File: src/rtl/fde_params.svh
// Register offsets, field positions and reset values of the descriptor
`ifndef FDE_PARAMS_SVH
`define FDE_PARAMS_SVH

// ----------------------------------------------------------------
// Register offsets (byte addresses)
// ----------------------------------------------------------------
`define FDE_OFS_CTRL     8'h00
`define FDE_OFS_SRC      8'h04
`define FDE_OFS_DST      8'h08
`define FDE_OFS_STAT     8'h0c
`define FDE_OFS_IRQ_STAT 8'h10
`define FDE_OFS_IRQ_CLR  8'h14
`define FDE_OFS_IRQ_EN   8'h18

// ----------------------------------------------------------------
// Control field positions
// ----------------------------------------------------------------
`define FDE_BIT_NW      22
`define FDE_BIT_ERR_EN  21
`define FDE_BIT_DONE_EN 20
`define FDE_BIT_HOLD    19
`define FDE_BIT_ABORT   18
`define FDE_BIT_DIR     17
`define FDE_BIT_ARMED   16

// ----------------------------------------------------------------
// Interrupt status positions
// ----------------------------------------------------------------
`define FDE_IRQ_DONE 0
`define FDE_IRQ_ERR  1

// ----------------------------------------------------------------
// Reset values and counts
// ----------------------------------------------------------------
`define FDE_COUNT_RST  16'h0000
`define FDE_ADDR_RST   32'h0000_0000
`define FDE_IRQ_RST    2'h0
`define FDE_WORDS_RST  15'h0000
`define FDE_FULL_WORDS 15'h4000
`define FDE_ADDR_STEP  32'h0000_0004

`endif

File: src/rtl/fde_pkg.sv
// Types shared by the descriptor control and its word mover
package fde_pkg;

    typedef logic [31:0] fde_word_t;

    typedef enum logic [0:0] {
        FDE_IDLE = 1'b0,
        FDE_MOVE = 1'b1
    } fde_state_t;

endpackage : fde_pkg

File: src/rtl/fde_word_mover.sv
// Word sequencer: counts words and drives the request toward the partner
`timescale 1ns/100ps
`include "fde_params.svh"

module fde_word_mover (
    // Clock and reset
    input  wire logic        core_clk_in,
    input  wire logic        srst_in,
    // Control from descriptor
    input  wire logic        start_in,
    input  wire logic [14:0] words_in,
    input  wire logic        hold_in,
    input  wire logic        abort_in,
    // Partner handshake
    input  wire logic        ack_in,
    input  wire logic        err_in,
    // Results
    output logic             req_out,
    output logic             done_out,
    output logic             fail_out,
    output logic [14:0]      left_out
);
    import fde_pkg::*;

    fde_state_t  state;
    fde_state_t  next_state;
    logic [14:0] left;
    logic [14:0] next_left;
    logic        next_req;
    logic        next_done;
    logic        next_fail;

    always_comb begin
        next_state = state;
        next_left  = left;
        next_done  = 1'b0;
        next_fail  = 1'b0;
        case (state)
            FDE_IDLE: begin
                if (start_in) begin
                    next_left = words_in;
                    // Under a word of count: nothing to move
                    if (words_in == `FDE_WORDS_RST) begin
                        next_done = 1'b1;
                    end else begin
                        next_state = FDE_MOVE;
                    end
                end
            end
            FDE_MOVE: begin
                if (req_out && err_in) begin
                    next_state = FDE_IDLE;
                    next_fail  = 1'b1;
                end else if (req_out && ack_in) begin
                    next_left = left - 15'h0001;
                    if (left == 15'h0001) begin
                        next_state = FDE_IDLE;
                        next_done  = 1'b1;
                    end
                end
            end
            default: begin
                next_state = FDE_IDLE;
            end
        endcase
        if (abort_in) begin
            next_state = FDE_IDLE;
            next_left  = `FDE_WORDS_RST;
            next_done  = 1'b0;
            next_fail  = 1'b0;
        end
        // Held descriptor issues idle cycles only
        next_req = (next_state == FDE_MOVE) && !hold_in;
    end

    always_ff @(posedge core_clk_in) begin
        if (srst_in) begin
            state    <= FDE_IDLE;
            left     <= `FDE_WORDS_RST;
            req_out  <= 1'b0;
            done_out <= 1'b0;
            fail_out <= 1'b0;
        end else begin
            state    <= next_state;
            left     <= next_left;
            req_out  <= next_req;
            done_out <= next_done;
            fail_out <= next_fail;
        end
    end

    assign left_out = left;

    a_hold_idle: assert property (
        @(posedge core_clk_in) disable iff (srst_in)
        (hold_in && $past(hold_in)) |-> !req_out)
        else $error("request raised while descriptor held");

    a_hold_keeps: assert property (
        @(posedge core_clk_in) disable iff (srst_in)
        (state == FDE_MOVE && !req_out && !abort_in) |=> $stable(left))
        else $error("remaining count moved while idle");

endmodule : fde_word_mover

File: src/rtl/fde_desc_ctrl.sv
// Descriptor control register and sequencing for one DMA descriptor slot
//
// Our own choices: strobed register access and the placing of the registers.
`timescale 1ns/100ps
`include "fde_params.svh"

module fde_desc_ctrl (
    // Clock and reset
    input  wire logic                core_clk_in,
    input  wire logic                srst_in,
    // Register port
    input  wire logic [7:0]          reg_addr_in,
    input  wire fde_pkg::fde_word_t  reg_wdata_in,
    input  wire logic                reg_wr_in,
    input  wire logic                reg_rd_in,
    output fde_pkg::fde_word_t       reg_rdata_out,
    // Word link toward the partner
    input  wire logic                xfer_ack_in,
    input  wire logic                xfer_err_in,
    output logic                     xfer_req_out,
    output logic                     xfer_dir_out,
    output fde_pkg::fde_word_t       xfer_src_addr_out,
    output fde_pkg::fde_word_t       xfer_dst_addr_out,
    // Interrupt
    output logic                     irq_out
);
    import fde_pkg::*;

    // ----------------------------------------------------------------
    // Word alignment
    // ----------------------------------------------------------------
    function automatic fde_word_t fde_align(input fde_word_t a);
        fde_align = {a[31:2], 2'b00};
    endfunction : fde_align

    // ----------------------------------------------------------------
    // State
    // ----------------------------------------------------------------
    logic        done_en;
    logic        err_en;
    logic        nw_en;
    logic        hold;
    logic        dir;
    logic        armed;
    logic [15:0] byte_count;
    logic        next_done_en;
    logic        next_err_en;
    logic        next_nw_en;
    logic        next_hold;
    logic        next_dir;
    logic        next_armed;
    logic [15:0] next_byte_count;
    fde_word_t   src_addr;
    fde_word_t   dst_addr;
    fde_word_t   next_src_addr;
    fde_word_t   next_dst_addr;
    logic        st_done;
    logic        st_err;
    logic        st_misal;
    logic [1:0]  irq_stat;
    logic [1:0]  irq_en;
    logic        next_st_done;
    logic        next_st_err;
    logic        next_st_misal;
    logic [1:0]  next_irq_stat;
    logic [1:0]  next_irq_en;
    logic        irq_q;
    logic        next_irq;
    fde_word_t   rd_data;
    fde_word_t   next_rd_data;

    // Decode and mover hookup
    logic        ctrl_wr;
    logic        abort_wr;
    logic        arm_wr;
    logic        step;
    logic [14:0] start_words;
    logic        mv_req;
    logic        mv_done;
    logic        mv_fail;
    logic [14:0] mv_left;

    // ----------------------------------------------------------------
    // Decode
    // ----------------------------------------------------------------
    always_comb begin
        ctrl_wr  = reg_wr_in && (reg_addr_in == `FDE_OFS_CTRL);
        abort_wr = ctrl_wr && reg_wdata_in[`FDE_BIT_ABORT];
        arm_wr   = ctrl_wr && !abort_wr && !armed
                   && reg_wdata_in[`FDE_BIT_ARMED];
        // An error beat moves no data, so addresses stay put
        step     = mv_req && xfer_ack_in && !xfer_err_in;
        if (reg_wdata_in[15:0] == `FDE_COUNT_RST) begin
            start_words = `FDE_FULL_WORDS;
        end else begin
            start_words = {1'b0, reg_wdata_in[15:2]};
        end
    end

    fde_word_mover u_mover (
        .core_clk_in (core_clk_in),
        .srst_in     (srst_in),
        .start_in    (arm_wr),
        .words_in    (start_words),
        .hold_in     (hold),
        .abort_in    (abort_wr),
        .ack_in      (xfer_ack_in),
        .err_in      (xfer_err_in),
        .req_out     (mv_req),
        .done_out    (mv_done),
        .fail_out    (mv_fail),
        .left_out    (mv_left)
    );

    // ----------------------------------------------------------------
    // Control register
    // ----------------------------------------------------------------
    always_comb begin
        next_done_en    = done_en;
        next_err_en     = err_en;
        next_nw_en      = nw_en;
        next_hold       = hold;
        next_dir        = dir;
        next_armed      = armed;
        next_byte_count = byte_count;
        if (ctrl_wr) begin
            next_done_en = reg_wdata_in[`FDE_BIT_DONE_EN];
            next_err_en  = reg_wdata_in[`FDE_BIT_ERR_EN];
            next_nw_en   = reg_wdata_in[`FDE_BIT_NW];
            next_hold    = reg_wdata_in[`FDE_BIT_HOLD];
            next_dir     = reg_wdata_in[`FDE_BIT_DIR];
            // Locked fields only take written values while disarmed
            if (!armed) begin
                next_byte_count = reg_wdata_in[15:0];
                next_armed      = reg_wdata_in[`FDE_BIT_ARMED];
            end
        end
        if (mv_done || mv_fail) begin
            next_armed = 1'b0;
        end
        if (abort_wr) begin
            next_done_en    = 1'b0;
            next_err_en     = 1'b0;
            next_nw_en      = 1'b0;
            next_hold       = 1'b0;
            next_dir        = 1'b0;
            next_armed      = 1'b0;
            next_byte_count = `FDE_COUNT_RST;
        end
    end

    // ----------------------------------------------------------------
    // Address registers
    // ----------------------------------------------------------------
    always_comb begin
        next_src_addr = src_addr;
        next_dst_addr = dst_addr;
        if (reg_wr_in && !armed) begin
            if (reg_addr_in == `FDE_OFS_SRC) begin
                next_src_addr = fde_align(reg_wdata_in);
            end else if (reg_addr_in == `FDE_OFS_DST) begin
                next_dst_addr = fde_align(reg_wdata_in);
            end
        end
        if (step) begin
            next_src_addr = src_addr + `FDE_ADDR_STEP;
            next_dst_addr = fde_align(dst_addr + `FDE_ADDR_STEP);
        end
        if (abort_wr) begin
            next_src_addr = `FDE_ADDR_RST;
            next_dst_addr = `FDE_ADDR_RST;
        end
    end

    // ----------------------------------------------------------------
    // Status and interrupts
    // ----------------------------------------------------------------
    always_comb begin
        next_st_done  = st_done;
        next_st_err   = st_err;
        next_st_misal = st_misal;
        next_irq_stat = irq_stat;
        next_irq_en   = irq_en;
        if (reg_wr_in && reg_addr_in == `FDE_OFS_IRQ_CLR) begin
            next_irq_stat = irq_stat & ~reg_wdata_in[1:0];
        end else if (reg_wr_in && reg_addr_in == `FDE_OFS_IRQ_EN) begin
            next_irq_en = reg_wdata_in[1:0];
        end
        if (arm_wr) begin
            next_st_done  = 1'b0;
            next_st_err   = 1'b0;
            next_st_misal = 1'b0;
            next_irq_stat = `FDE_IRQ_RST;
        end
        // Sets come after the IRQ_CLR and arm clears so those never lose an event; abort clears after the sets
        if (arm_wr && reg_wdata_in[1:0] != 2'h0) begin
            next_st_misal = 1'b1;
            if (reg_wdata_in[`FDE_BIT_NW]) begin
                next_irq_stat[`FDE_IRQ_ERR] = 1'b1;
            end
        end
        if (mv_done) begin
            next_st_done = 1'b1;
            if (done_en) begin
                next_irq_stat[`FDE_IRQ_DONE] = 1'b1;
            end
        end
        if (mv_fail) begin
            next_st_err = 1'b1;
            if (err_en) begin
                next_irq_stat[`FDE_IRQ_ERR] = 1'b1;
            end
        end
        if (abort_wr) begin
            next_st_done  = 1'b0;
            next_st_err   = 1'b0;
            next_st_misal = 1'b0;
            next_irq_stat = `FDE_IRQ_RST;
        end
        next_irq = |(next_irq_stat & next_irq_en);
    end

    // ----------------------------------------------------------------
    // Read data
    // ----------------------------------------------------------------
    always_comb begin
        next_rd_data = `FDE_ADDR_RST;
        if (reg_rd_in) begin
            if (reg_addr_in == `FDE_OFS_CTRL) begin
                // Reserved bits and the abort trigger read zero
                next_rd_data = {9'h000, nw_en, err_en, done_en, hold,
                                1'b0, dir, armed, byte_count};
            end else if (reg_addr_in == `FDE_OFS_SRC) begin
                next_rd_data = src_addr;
            end else if (reg_addr_in == `FDE_OFS_DST) begin
                next_rd_data = dst_addr;
            end else if (reg_addr_in == `FDE_OFS_STAT) begin
                next_rd_data = {1'b0, mv_left, 12'h000,
                                st_misal, st_err, st_done, armed};
            end else if (reg_addr_in == `FDE_OFS_IRQ_STAT) begin
                next_rd_data = {30'h0000_0000, irq_stat};
            end else if (reg_addr_in == `FDE_OFS_IRQ_EN) begin
                next_rd_data = {30'h0000_0000, irq_en};
            end else begin
                next_rd_data = `FDE_ADDR_RST;
            end
        end
    end

    // ----------------------------------------------------------------
    // Registers
    // ----------------------------------------------------------------
    always_ff @(posedge core_clk_in) begin
        if (srst_in) begin
            done_en    <= 1'b0;
            err_en     <= 1'b0;
            nw_en      <= 1'b0;
            hold       <= 1'b0;
            dir        <= 1'b0;
            armed      <= 1'b0;
            byte_count <= `FDE_COUNT_RST;
            src_addr   <= `FDE_ADDR_RST;
            dst_addr   <= `FDE_ADDR_RST;
            st_done    <= 1'b0;
            st_err     <= 1'b0;
            st_misal   <= 1'b0;
            irq_stat   <= `FDE_IRQ_RST;
            irq_en     <= `FDE_IRQ_RST;
            irq_q      <= 1'b0;
            rd_data    <= `FDE_ADDR_RST;
        end else begin
            done_en    <= next_done_en;
            err_en     <= next_err_en;
            nw_en      <= next_nw_en;
            hold       <= next_hold;
            dir        <= next_dir;
            armed      <= next_armed;
            byte_count <= next_byte_count;
            src_addr   <= next_src_addr;
            dst_addr   <= next_dst_addr;
            st_done    <= next_st_done;
            st_err     <= next_st_err;
            st_misal   <= next_st_misal;
            irq_stat   <= next_irq_stat;
            irq_en     <= next_irq_en;
            irq_q      <= next_irq;
            rd_data    <= next_rd_data;
        end
    end

    assign reg_rdata_out     = rd_data;
    assign xfer_req_out      = mv_req;
    assign xfer_dir_out      = dir;
    assign xfer_src_addr_out = src_addr;
    assign xfer_dst_addr_out = dst_addr;
    assign irq_out           = irq_q;

    // ----------------------------------------------------------------
    // Checks
    // ----------------------------------------------------------------
    a_abort_reads0: assert property (
        @(posedge core_clk_in) disable iff (srst_in)
        (reg_rd_in && reg_addr_in == `FDE_OFS_CTRL)
        |=> !reg_rdata_out[`FDE_BIT_ABORT] && reg_rdata_out[31:23] == 9'h0)
        else $error("abort bit or reserved bits read nonzero");

    a_dst_aligned: assert property (
        @(posedge core_clk_in) disable iff (srst_in)
        xfer_dst_addr_out[1:0] == 2'b00)
        else $error("destination address not word aligned");

    a_dst_advance: assert property (
        @(posedge core_clk_in) disable iff (srst_in)
        (step && !abort_wr)
        |=> xfer_dst_addr_out == $past(xfer_dst_addr_out) + 32'h4)
        else $error("destination did not advance by one word");

    a_count_locked: assert property (
        @(posedge core_clk_in) disable iff (srst_in)
        (armed && ctrl_wr && !abort_wr) |=> $stable(byte_count))
        else $error("byte count changed while armed");

    a_done_disarm: assert property (
        @(posedge core_clk_in) disable iff (srst_in)
        mv_done |-> ##1 !armed)
        else $error("armed flag stayed set after completion");

    a_done_gated: assert property (
        @(posedge core_clk_in) disable iff (srst_in)
        $rose(irq_stat[`FDE_IRQ_DONE]) |-> $past(done_en) && $past(mv_done))
        else $error("done interrupt without enable or completion");

    a_arm_clears: assert property (
        @(posedge core_clk_in) disable iff (srst_in)
        $rose(armed) |-> !st_done && !st_err && !irq_stat[`FDE_IRQ_DONE])
        else $error("arming left old results standing");

    a_misal_off: assert property (
        @(posedge core_clk_in) disable iff (srst_in)
        (arm_wr && reg_wdata_in[1:0] != 2'h0 && !reg_wdata_in[`FDE_BIT_NW])
        |=> !irq_stat[`FDE_IRQ_ERR] && st_misal)
        else $error("misaligned count mishandled with enable clear");

    a_zero_full: assert property (
        @(posedge core_clk_in) disable iff (srst_in)
        arm_wr |=> mv_left == (($past(reg_wdata_in[15:0]) == 16'h0)
                 ? 15'h4000 : {1'b0, $past(reg_wdata_in[15:2])}))
        else $error("word count loaded wrongly");

    a_abort_clear: assert property (
        @(posedge core_clk_in) disable iff (srst_in)
        abort_wr |=> !armed && !xfer_req_out && byte_count == 16'h0
                     && xfer_dst_addr_out == 32'h0)
        else $error("abort left descriptor state behind");

endmodule : fde_desc_ctrl

File: config.mk
export PLATFORM = sky130hd
export DESIGN_NAME = fde_desc_ctrl
export DESIGN_NICKNAME = d
export VERILOG_FILES = /design/src/rtl/fde_pkg.sv /design/src/rtl/fde_word_mover.sv /design/src/rtl/fde_desc_ctrl.sv
export VERILOG_INCLUDE_DIRS = /design/src /design/src/rtl
export SDC_FILE = /design/constraint.sdc
export NUM_CORES = 1
export LEC_CHECK = 0
export ABC_AREA = 0
export BUFFER_PORTS_ARGS = -buffer_cell sky130_fd_sc_hd__buf_2
export CAP_MARGIN = 20
export CORE_ASPECT_RATIO = 1.25
export CORE_MARGIN = 1
export CORE_UTILIZATION = 50
export CTS_CLUSTER_SIZE = 10
export DETAILED_ROUTE_END_ITERATION = 8
export MAX_ROUTING_LAYER = met4
export PLACE_DENSITY_LB_ADDON = 0.2
export SLEW_MARGIN = 20
export SYNTH_ARGS = -nofsm -noshare
export SYNTH_HDL_FRONTEND = slang
export SYNTH_SLANG_ARGS = --single-unit
File: constraint.sdc
create_clock -name core_clk_in -period 2.2 [get_ports core_clk_in]
set_input_delay 0 -clock core_clk_in [delete_from_list [all_inputs] [get_ports core_clk_in]]
set_output_delay 0 -clock core_clk_in [all_outputs]
set_load 0.005 [all_outputs]
==> results of run 1 <==
cells by family after synthesis:
family                   after synthesis  synth area share
buffers and inverters                 75            0.0438
multiplexers                          15            0.0223
adder cells (fa/ha/maj)                4           0.00680
XOR/XNOR                               1           0.00119
AO/OA/AOI/OAI                        304             0.260
flip-flops                           141             0.383
other                                  1          0.000509
AND/OR/NAND/NOR                      391             0.282
state kept, by name, summed over array words and instances (netlist names), 2 cells and up:
register and cells:
irq_stat 2, reg_rdata_out 32, irq_en 2, xfer_dst_addr_out 30
byte_count 16, xfer_src_addr_out 30, u_mover.left_out 15
tightest hold or removal path, cell delays in order:
cell and delay [ns]:
buf_2 0.10, nand2b_1 0.27, a21oi_1 0.07
metal layers:
metal	part of all wire	global-route usage	wire, um
met5	0	-	0
met2	0.46	0.595	13600
met4	0.059	0.260	1720
met1	0.37	0.464	11000
met3	0.10	0.0713	3070
cell type report:
cell class              count  area (um^2)  share of cell area
multi-input cells         719         4250               0.439
flip-flops and latches    141         2820               0.292
repair buffers            258         1730               0.178
clock buffers              22          484              0.0501
well taps                 178          223              0.0230
clock inverters            10          113              0.0116
inverters                  15         56.3             0.00582
diodes                      1         2.50            0.000259
how the worst max path moves through the flow:
stage | from | endpoint | slack (ns) | cells after the start
global placement | u_mover.left_out[1]$_SDFFE_PP0P_ | u_mover.left_out[12]$_SDFFE_PP0P_ | 0.14 | 7
finish | u_mover.left_out[8]$_SDFFE_PP0P_ | u_mover.req_out$_SDFF_PP0_ | 0.17 | 5
detailed placement | u_mover.left_out[1]$_SDFFE_PP0P_ | u_mover.left_out[12]$_SDFFE_PP0P_ | 0.13 | 7
global route | u_mover.left_out[8]$_SDFFE_PP0P_ | u_mover.req_out$_SDFF_PP0_ | 0.02 | 5
CTS | u_mover.left_out[1]$_SDFFE_PP0P_ | u_mover.left_out[12]$_SDFFE_PP0P_ | 0.11 | 7
floorplan | u_mover.left_out[0]$_SDFFE_PP0P_ | u_mover.left_out[12]$_SDFFE_PP0P_ | 0.01 | 8
placed cells by master (no fill, tap or decap), types with 8 or more instances in the layout:
master and count:
nand4_1 24, a21oi_1 97, inv_1 15, o21ai_0 75
a211oi_1 8, nand2_1 119, a31oi_1 22, nor2b_1 10
a221oi_1 13, a222oi_1 8, nor4_1 21, and3_1 14
nor3_1 27, dlygate4sd3_1 36, a22oi_1 19, nor2_1 73
nand3_1 38, dfxtp_1 141, clkbuf_16 17, buf_2 140
buf_4 78
what timing repair did:
action / CTS / global route
endpoints found under the setup margin: 0 / 5
hold endpoints to repair: 73 / 0
gates resized for setup: 0 / 2
setup buffers: 0 / 1
hold buffers: 36 / 0
power breakdown:
group	internal (mW)	switching (mW)
registers	2.56	0.00290
clock network	1.78	1.13
logic	0.117	0.201
==> metrics.md, run 1 <==
| Metric | Value |
|---|---|
| Status | `finished, final reports clean` |
| Hold WS | `0.0618 ns` |
| Setup CP Type | `reg2reg` |
| TritonCTS clock tree | `yes` |
| Max stage delay on crit path | `just under 0.5 ns` |
| Setup WS post-layout | `between 0.15 and 0.2 ns` |
| Endpoint class of the critical path | `flop` |
| Clk_lat worst skew | `approximately 0.43 ns` |
| Critical hold path startpoint | `reg_rd_in` |
| Critical path's slowest cell | `or4_1` |
| Top post-synthesis cells by count | `dfxtp_1 (141), nand2_1 (119), a21oi_1 (97), nor2_1 (75), o21ai_0 (75)` |
| Count of non-filler cells in the finished layout | `between 1000 and 1500` |
| Design Area, Final | `9670 um^2` |
| H-tree levels | `4` |
| Total grt overflow | `0` |
| Final Hold Vio Count | `0` |
| GRT Util Overall | `0.386` |
| Cell Chain, Critical Path | `or3_1 -> or4_1 -> o41ai_1 -> a21oi_1 -> nor2b_1` |
| Core Util, Final | `0.671` |
| Overall Power | `a little under 6 mW` |
| Area Overhead vs Synth | `31.4%` |
| Bufs on Longest Clock Path | `2` |
| Final period util | `0.925` |
| Pre-CTS setup slack | `approximately 0.13 ns` |
| VDD IR max | `between 0.5 and 0.6 mV` |
| Seq/Total Area, Yosys | `0.383` |
| WL/cell | `between 20 and 25 um` |
| Rows | `49` |
| Cells after DPL | `1274` |
| Worst EP required | `2.52 ns` |
| Post-synth top area share | `0.383` |
| Via count | `8713` |
| Vias in the first global route | `around 7600` |
| Measured slew at the worst slew-check pin | `between 0.9 and 1 ns` |
| Root Driver | `clkbuf_16` |
| R2R depth | `5` |
| Reg2reg end | `u_mover.req_out$_SDFF_PP0_` |
| Area after DPL | `around 8700 um^2` |
| Syn. warnings | `0` |
| Die span in x | `between 100 and 150 um` |
| Vias per cell | `around 6.5` |
| Crit path max-delay family | `simple AND/OR/NAND/NOR gates` |
| CTS Sinks | `~140` |
| Largest net degree at the start of global routing | `52` |
| Post-route antenna net violation count | `0` |
| FF-to-FF setup slack | `0.17 ns` |
| Routed WL | `about 29 mm` |
| Share of cells above drive strength 1 | `0.249` |
| Layout Skew | `just over 0.008 ns` |
| Hold Path Depth | `3` |
| Rel. slew slack | `0.358` |
| Distinct cells, synth | `between 70 and 80` |
| Clock slew at reported path FFs | `around 0.060 ns` |
| Residual DRC count | `0` |
| # fillers | `approximately 1200` |
| Synth top area cells | `dfxtp_1 (38%), a21oi_1 (6.6%), nand2_1 (6.1%)` |
| Nets | `1202` |
| DP Wirelength | `roughly 21 mm` |
| Max Cap Viol | `0` |
| Pre-antenna DRT Iters | `8` |
| First-pass GRT wire length | `around 43 mm` |
| Power density cells | `~600 nW/um^2` |
| Seq cells post-synth | `around 140` |
| Peak Freq | `0.492 GHz` |
| Syn_area_per_cell | `7.90 um^2` |
| PortBufs | `140` |
| Die area | `around 15000 um^2` |
| 1st-iter DRT viols | `about 1200` |
| Pleak | `approximately 3.7 nW` |
| Total negative slack | `0 ns` |
| Starting Density | `0.511` |
| Final setup fails | `0` |
| Syn Inst Count | `just over 900` |
| Minimum clock period after layout | `about 2.0 ns` |
| Number of flops mapped to enable cells by yosys | `0` |
| Worst hold path class | `in2reg` |
| Reg-to-Reg Start | `u_mover.left_out[8]$_SDFFE_PP0P_` |
| Min-Delay Endpoint | `reg_rdata_out[22]$_SDFF_PP0_` |
| Total CTS buffers | `17` |
| CP bufs+invs | `0` |
| Count leader, synth | `dfxtp_1` |
| Ports | `145` |
| RePlAce Congestion | `roughly 0.98` |
| Worst path arrival time | `roughly 2.4 ns` |
| Max-slew violations | `0` |
| DIE HEIGHT | `about 140 um` |
| Area of the core | `~14000 um^2` |
| RSZ-0062 raised after global routing | `no` |
| Yosys top cell by area | `dfxtp_1` |
| Fraction of registers with async set/reset | `0` |
| Startpoint type of the worst setup path | `flop` |
| Top FF cell, synth | `dfxtp_1` |
| Worst-path maximum fanout | `7` |
| Post-synthesis cell area | `~7400 um^2` |
| Initial antenna violation count | `1` |
(Power assumes the default switching activity.)
==> run 2: changes to the inputs <==
CAP_MARGIN = unset   (was 20)
CORE_ASPECT_RATIO = unset   (was 1.25)
==> run 2 against run 1 <==
Net effect:
- core utilization increased by 1.5 points
- count of clock-buffer cells in the layout grew 1
- flip-flop and latch count unchanged
- non-clock buffer count is 2 lower
- critical path type unchanged
- largest power group unchanged
- final cell count about the same
- clock skew about the same
- final area about the same
- setup slack got worse by 0.050 ns
==> metrics.md, run 2 (synthesized netlist as in run 1, its figures left out) <==
| Metric | Value |
|---|---|
| Status | `finished, final reports clean` |
| Pre-antenna DRT Iters | `8` |
| Routed WL | `28.5 mm` |
| Total CTS buffers | `17` |
| RePlAce Congestion | `0.963` |
| Final setup fails | `0` |
| Critical path's slowest cell | `or4_1` |
| Core Util, Final | `0.687` |
| Area Overhead vs Synth | `31.5%` |
| Endpoint class of the critical path | `flop` |
| Worst hold path class | `in2reg` |
| WL/cell | `~21 um` |
| Multi-input logic area | `between 4000 and 5000 um^2` |
| Register area | `between 2000 and 3000 um^2` |
| GRT Util Overall | `0.393` |
| Worst EP required | `roughly 2.5 ns` |
| Power density cells | `approximately 600 nW/um^2` |
| First-pass GRT wire length | `43.4 mm` |
| Rows | `43` |
| Most common cell after layout, fill and taps aside | `dfxtp_1` |
| Clock slew at reported path FFs | `~0.06 ns` |
| Max-slew violations | `0` |
| Startpoint type of the worst setup path | `flop` |
| Final period util | `0.947` |
| Total negative slack | `0 ns` |
| VDD IR max | `between 0.4 and 0.5 mV` |
| Post-CTS Setup Inserts | `0` |
| Die span in x | `123 um` |
| Cell Chain, Critical Path | `or3_1 -> or4_1 -> o41ai_1 -> a21oi_1 -> nor2b_1` |
| Via count | `about 8600` |
| Residual DRC count | `0` |
| Share of cells above drive strength 1 | `0.248` |
| DIE HEIGHT | `between 100 and 150 um` |
| TritonCTS clock tree | `yes` |
| Flip-flop count of the largest register after layout | `32` |
| H-tree levels | `4` |
| 1st-iter DRT viols | `roughly 1000` |
| Max Cap Viol | `0` |
| DP Wirelength | `just over 20 mm` |
| Area of the core | `14100 um^2` |
| Hold WS | `approximately 0.056 ns` |
| Antenna cells | `0` |
| Ports | `approximately 150` |
| Largest net degree at the start of global routing | `48` |
| # fillers | `between 1000 and 1500` |
| Setup CP Type | `reg2reg` |
| Nets | `1200` |
| Max stage delay on crit path | `around 0.55 ns` |
| Layout Skew | `between 0.007 and 0.008 ns` |
| Bufs on Longest Clock Path | `2` |
| Final Hold Vio Count | `0` |
| Measured slew at the worst slew-check pin | `about 0.87 ns` |
| Vias per cell | `6.42` |
| Design Area, Final | `slightly below 10000 um^2` |
| Total grt overflow | `0` |
| Rel. slew slack | `0.416` |
| RSZ-0062 raised after global routing | `no` |
| Pleak | `3.72 nW` |
| PortBufs | `140` |
| Worst path arrival time | `roughly 2.4 ns` |
| Most frequent cells in the layout | `dfxtp_1 (141), buf_2 (140), nand2_1 (119)` |
| Die area | `between 15000 and 20000 um^2` |
| Peak Freq | `about 0.48 GHz` |
| CTS Sinks | `between 100 and 150` |
| Vias in the first global route | `just under 8000` |
| Post-route antenna net violation count | `0` |
| Clk_lat worst skew | `0.42 ns` |
| Area after DPL | `about 8700 um^2` |
| Minimum clock period after layout | `about 2.1 ns` |
| Starting Density | `0.522` |
| Root Driver | `clkbuf_16` |
| Initial antenna violation count | `0` |
| Worst-path maximum fanout | `7` |
## run 2: cell types whose count changed in the layout (fill, tap and decap cells not counted), sizes merged
| cell | previous run | this run |
|---|---|---|
| buf | 222 | 221 |
| clkbuf | 22 | 23 |
| clkinv | 6 | 4 |
| diode | 1 | 0 |
| dlygate4sd3 | 36 | 35 |
| inv | 15 | 16 |
## run 2: per-layer routing
metal,up-vias,wire length (um),GRT usage
met5,-,0,-
met4,0,1220,0.180
met3,83,2990,0.0780
met2,567,12700,0.581
met1,4022,11600,0.515
li1,3946,-,-
## run 2: area by class of cell
| cell class | instances | share of cell area |
|---|---|---|
| timing repair buffer | 256 | 0.178 |
| multi-input combinational | 719 | 0.439 |
| tap | 180 | 0.0233 |
| sequential | 141 | 0.292 |
| clock inverter | 9 | 0.0111 |
| inverter | 15 | 0.00582 |
| clock buffer | 23 | 0.0514 |
## run 2: timing repair
| action | 4_1_cts | 5_1_grt |
|---|---|---|
| hold buffers | 35 | 0 |
| resized for setup | 0 | 3 |
| endpoints found under the setup margin | 0 | 3 |
| hold endpoints to repair | 65 | 0 |
## run 2: power breakdown
group	leakage, nW	switching (mW)	total [mW]	internal (mW)
Combinational	2.29	0.197	0.314	0.117
Clock	0.296	1.10	2.92	1.82
Sequential	1.14	0.00289	2.56	2.56
## run 2: path summary, 6_finish.rpt
| path | startpoint | end | slack, ns | cells after the start |
|---|---|---|---|---|
| max | u_mover.left_out[8]$_SDFFE_PP0P_ | u_mover.req_out$_SDFF_PP0_ | 0.12 | 5 |
| min | reg_rd_in | reg_rdata_out[22]$_SDFF_PP0_ | 0.06 | 3 |
| max reg2reg | u_mover.left_out[8]$_SDFFE_PP0P_ | u_mover.req_out$_SDFF_PP0_ | 0.12 | 5 |
| min reg2reg | hold$_SDFFE_PP0N_ | u_mover.req_out$_SDFF_PP0_ | 0.43 | 1 |
## run 2: critical path: cells and delay by family, from the launching register on
family	cells	cell delay, ns
simple gates	3	1.13
compound gates	2	0.49
flops	1	0.36
## run 2: per-stage QoR
step / instances / power, mW / worst slack [ns]
global placement: 1276 / 2.87 / 0.160
floorplan: 935 / 2.72 / 0.0138
global route: 1343 / 5.94 / 0.0000167
finish: 1343 / 5.80 / 0.116
detailed placement: 1276 / 2.87 / 0.113
CTS: 1343 / 5.80 / 0.0612
==> run 3: changes to the inputs <==
ABC_AREA = 1   (was 0)
CORE_UTILIZATION = 51   (was 50)
SKIP_CTS_REPAIR_TIMING = 1   (was unset)
==> run 3 against run 2 <==
Net effect:
- the flow now finishes with violations (hold timing)
- global-route usage increased by 0.76 points
- clock skew increased by 0.0031 ns
- synthesized cell count increased by 48%
- maximum frequency increased by 11%
- combinational power decreased by 7.3%
- critical endpoint is now u_mover.left_out[13]$_SDFFE_PP0P_
- count of clock-buffer cells in the layout decreased by 5
- clock power increased by 4%
==> metrics.md, run 3 <==
| Metric | Value |
|---|---|
| Status | `finished, violations left` |
| Failing checks | `hold timing` |
| Synth top area cells | `dfxtp_1 (34%), nand2_1 (19%), nor2_1 (9.8%)` |
| Top FF cell, synth | `dfxtp_1` |
| 1st-iter DRT viols | `between 1000 and 1500` |
| Bufs on Longest Clock Path | `2` |
| Flip-flop count of the largest register after layout | `32` |
| Most frequent cells in the layout | `nand2_1 (418), nor2_1 (218), inv_1 (148)` |
| Starting Density | `0.524` |
| Max-slew violations | `0` |
| WL/cell | `roughly 19 um` |
| Max Cap Viol | `0` |
| Die area | `between 15000 and 20000 um^2` |
| Top post-synthesis cells by count | `nand2_1 (419), nor2_1 (219), inv_1 (148), dfxtp_1 (141), a21oi_1 (95)` |
| Final Hold Vio Count | `3` |
| Post-route antenna net violation count | `0` |
| Max stage delay on crit path | `around 0.37 ns` |
| Total negative slack | `0 ns` |
| Cell mode on critical path | `nand2_1` |
| Yosys top cell by area | `dfxtp_1` |
| Area of the core | `15900 um^2` |
| Sw Share | `0.253` |
| Syn_area_per_cell | `around 6.1 um^2` |
| Vias in the first global route | `~8800` |
| Total grt overflow | `0` |
| GRT Util Overall | `0.400` |
| Startpoint type of the worst setup path | `flop` |
| Nets | `1589` |
| Routed WL | `approximately 33 mm` |
| Hold WS | `-0.0211 ns` |
| Syn Inst Count | `1379` |
| Area Overhead vs Synth | `21.7%` |
| Clk_lat worst skew | `around 0.43 ns` |
| Fraction of registers with async set/reset | `0` |
| Area after DPL | `~9300 um^2` |
| Most common cell after layout, fill and taps aside | `nand2_1` |
| Count leader, synth | `nand2_1` |
| Residual DRC count | `0` |
| PortBufs | `140` |
| Register area | `2820 um^2` |
| Logic pwr share | `0.050` |
| CP bufs+invs | `2` |
| Multi-input logic area | `4680 um^2` |
| Root Driver | `clkbuf_16` |
| Rel. slew slack | `0.623` |
| Endpoint class of the critical path | `flop` |
| VDD IR max | `0.510 mV` |
| Total CTS buffers | `17` |
| Via count | `9911` |
| RePlAce Congestion | `0.992` |
| Ports | `145` |
| Final setup fails | `0` |
| Cell Chain, Critical Path | `nand2_1 -> nor2_4 -> buf_12 -> nand2_1 -> nand2_4 -> inv_1 -> a21oi_1 -> nor2_1` |
| Final period util | `0.853` |
| Pre-antenna DRT Iters | `6` |
| Seq cells post-synth | `about 140` |
| Share of cells above drive strength 1 | `0.149` |
| Seq/Total Area, Yosys | `0.338` |
| DIE HEIGHT | `130 um` |
| RSZ-0062 raised after global routing | `no` |
| Die span in x | `approximately 130 um` |
| # fillers | `roughly 1600` |
| Power density cells | `about 580 nW/um^2` |
| Clk network pwr share | `0.516` |
| First-pass GRT wire length | `about 48 mm` |
| Initial antenna violation count | `3` |
| DP Wirelength | `~25 mm` |
| Syn. warnings | `0` |
| Worst-path maximum fanout | `75` |
| TritonCTS clock tree | `yes` |
| Rows | `46` |
| Sequential power share | `0.435` |
| Design Area, Final | `slightly above 10000 um^2` |
| Vias per cell | `5.60` |
| Crit path max-delay family | `simple AND/OR/NAND/NOR gates` |
| Distinct cells, synth | `39` |
| Measured slew at the worst slew-check pin | `~0.57 ns` |
| Minimum clock period after layout | `~1.9 ns` |
| Worst path arrival time | `around 2.2 ns` |
| Post-synth top area share | `0.338` |
| Largest net degree at the start of global routing | `76` |
| Overall Power | `~5.9 mW` |
| Setup CP Type | `reg2reg` |
| Switch Pwr | `1.49 mW` |
| Worst hold path class | `in2reg` |
| Post-synthesis cell area | `about 8400 um^2` |
| H-tree levels | `4` |
| Layout Skew | `roughly 0.011 ns` |
| Clock slew at reported path FFs | `approximately 0.07 ns` |
| Worst EP required | `around 2.5 ns` |
| Number of flops mapped to enable cells by yosys | `0` |
| Peak Freq | `approximately 0.53 GHz` |
| Pleak | `about 4.5 nW` |
| CTS Sinks | `between 100 and 150` |
| Internal power | `roughly 4.4 mW` |
| Critical path's slowest cell | `dfxtp_1` |
[run 3: through the flow]
stage	utilization	hold WS, ns	instances	setup slack (ns)
2_1_floorplan	-	0.0691	1382	0.542
3_3_place_gp	0.581	0.235	1708	0.339
3_5_place_dp	0.581	0.246	1708	0.342
4_1_cts	0.620	-0.210	1740	0.331
5_1_grt	0.638	0.0148	1771	0.139
6_report	0.638	-0.0211	1771	0.324
[run 3: logic make-up after synthesis]
kind of cell / Yosys count / share of synthesized area
simple gates: 782 / 0.384
other cells: 1 / 0.000449
xor+xnor: 14 / 0.0147
compound gates: 228 / 0.152
buf+inv: 209 / 0.105
fa+ha+maj: 4 / 0.00599
flops: 141 / 0.338
[run 3: final cells by class]
type	instances	area share
diodes	3	0.000738
clock buffers	18	0.0432
clock inverters	14	0.0174
inverters	154	0.0569
multi-input cells	1032	0.460
flip-flops and latches	141	0.278
well taps	216	0.0266
repair buffers	193	0.117
[run 3: final timing paths]
path	startpoint	endpoint	slack [ns]	cells past startpoint
setup / recovery	u_mover.req_out$_SDFF_PP0_	u_mover.left_out[13]$_SDFFE_PP0P_	0.32	8
hold / removal	reg_wdata_in[18]	st_misal$_SDFFE_PP0P_	-0.02	4
setup reg to reg	u_mover.req_out$_SDFF_PP0_	u_mover.left_out[13]$_SDFFE_PP0P_	0.32	8
hold reg to reg	byte_count[5]$_SDFFE_PP0P_	byte_count[5]$_SDFFE_PP0P_	0.46	2
[run 3: worst register-to-register path, delay by kind of cell (launching register included)]
kind	cells	cell delay, ns
flip-flops	1	0.37
AO/OA/AOI/OAI	1	0.15
buffers and inverters	2	0.49
AND/OR/NAND/NOR	5	0.77
[run 3: power groups by stage]
| stage | clock network [mW] | registers (mW) | logic, mW |
|---|---|---|---|
| floorplan | 0 | 2.61 | 0.112 |
| global placement | 0 | 2.62 | 0.241 |
| detailed placement | 0 | 2.62 | 0.242 |
| CTS | 3.03 | 2.56 | 0.243 |
| global route | 3.14 | 2.56 | 0.302 |
| finish | 3.03 | 2.56 | 0.291 |
[run 3: routing by layer]
layer	wire length (um)	GRT usage	part of all wire	up-vias
li1	-	-	-	4731
met1	13100	0.483	0.40	4518
met2	15700	0.636	0.47	563
met3	3010	0.0886	0.091	99
met4	1330	0.187	0.040	0
met5	0	-	0	-
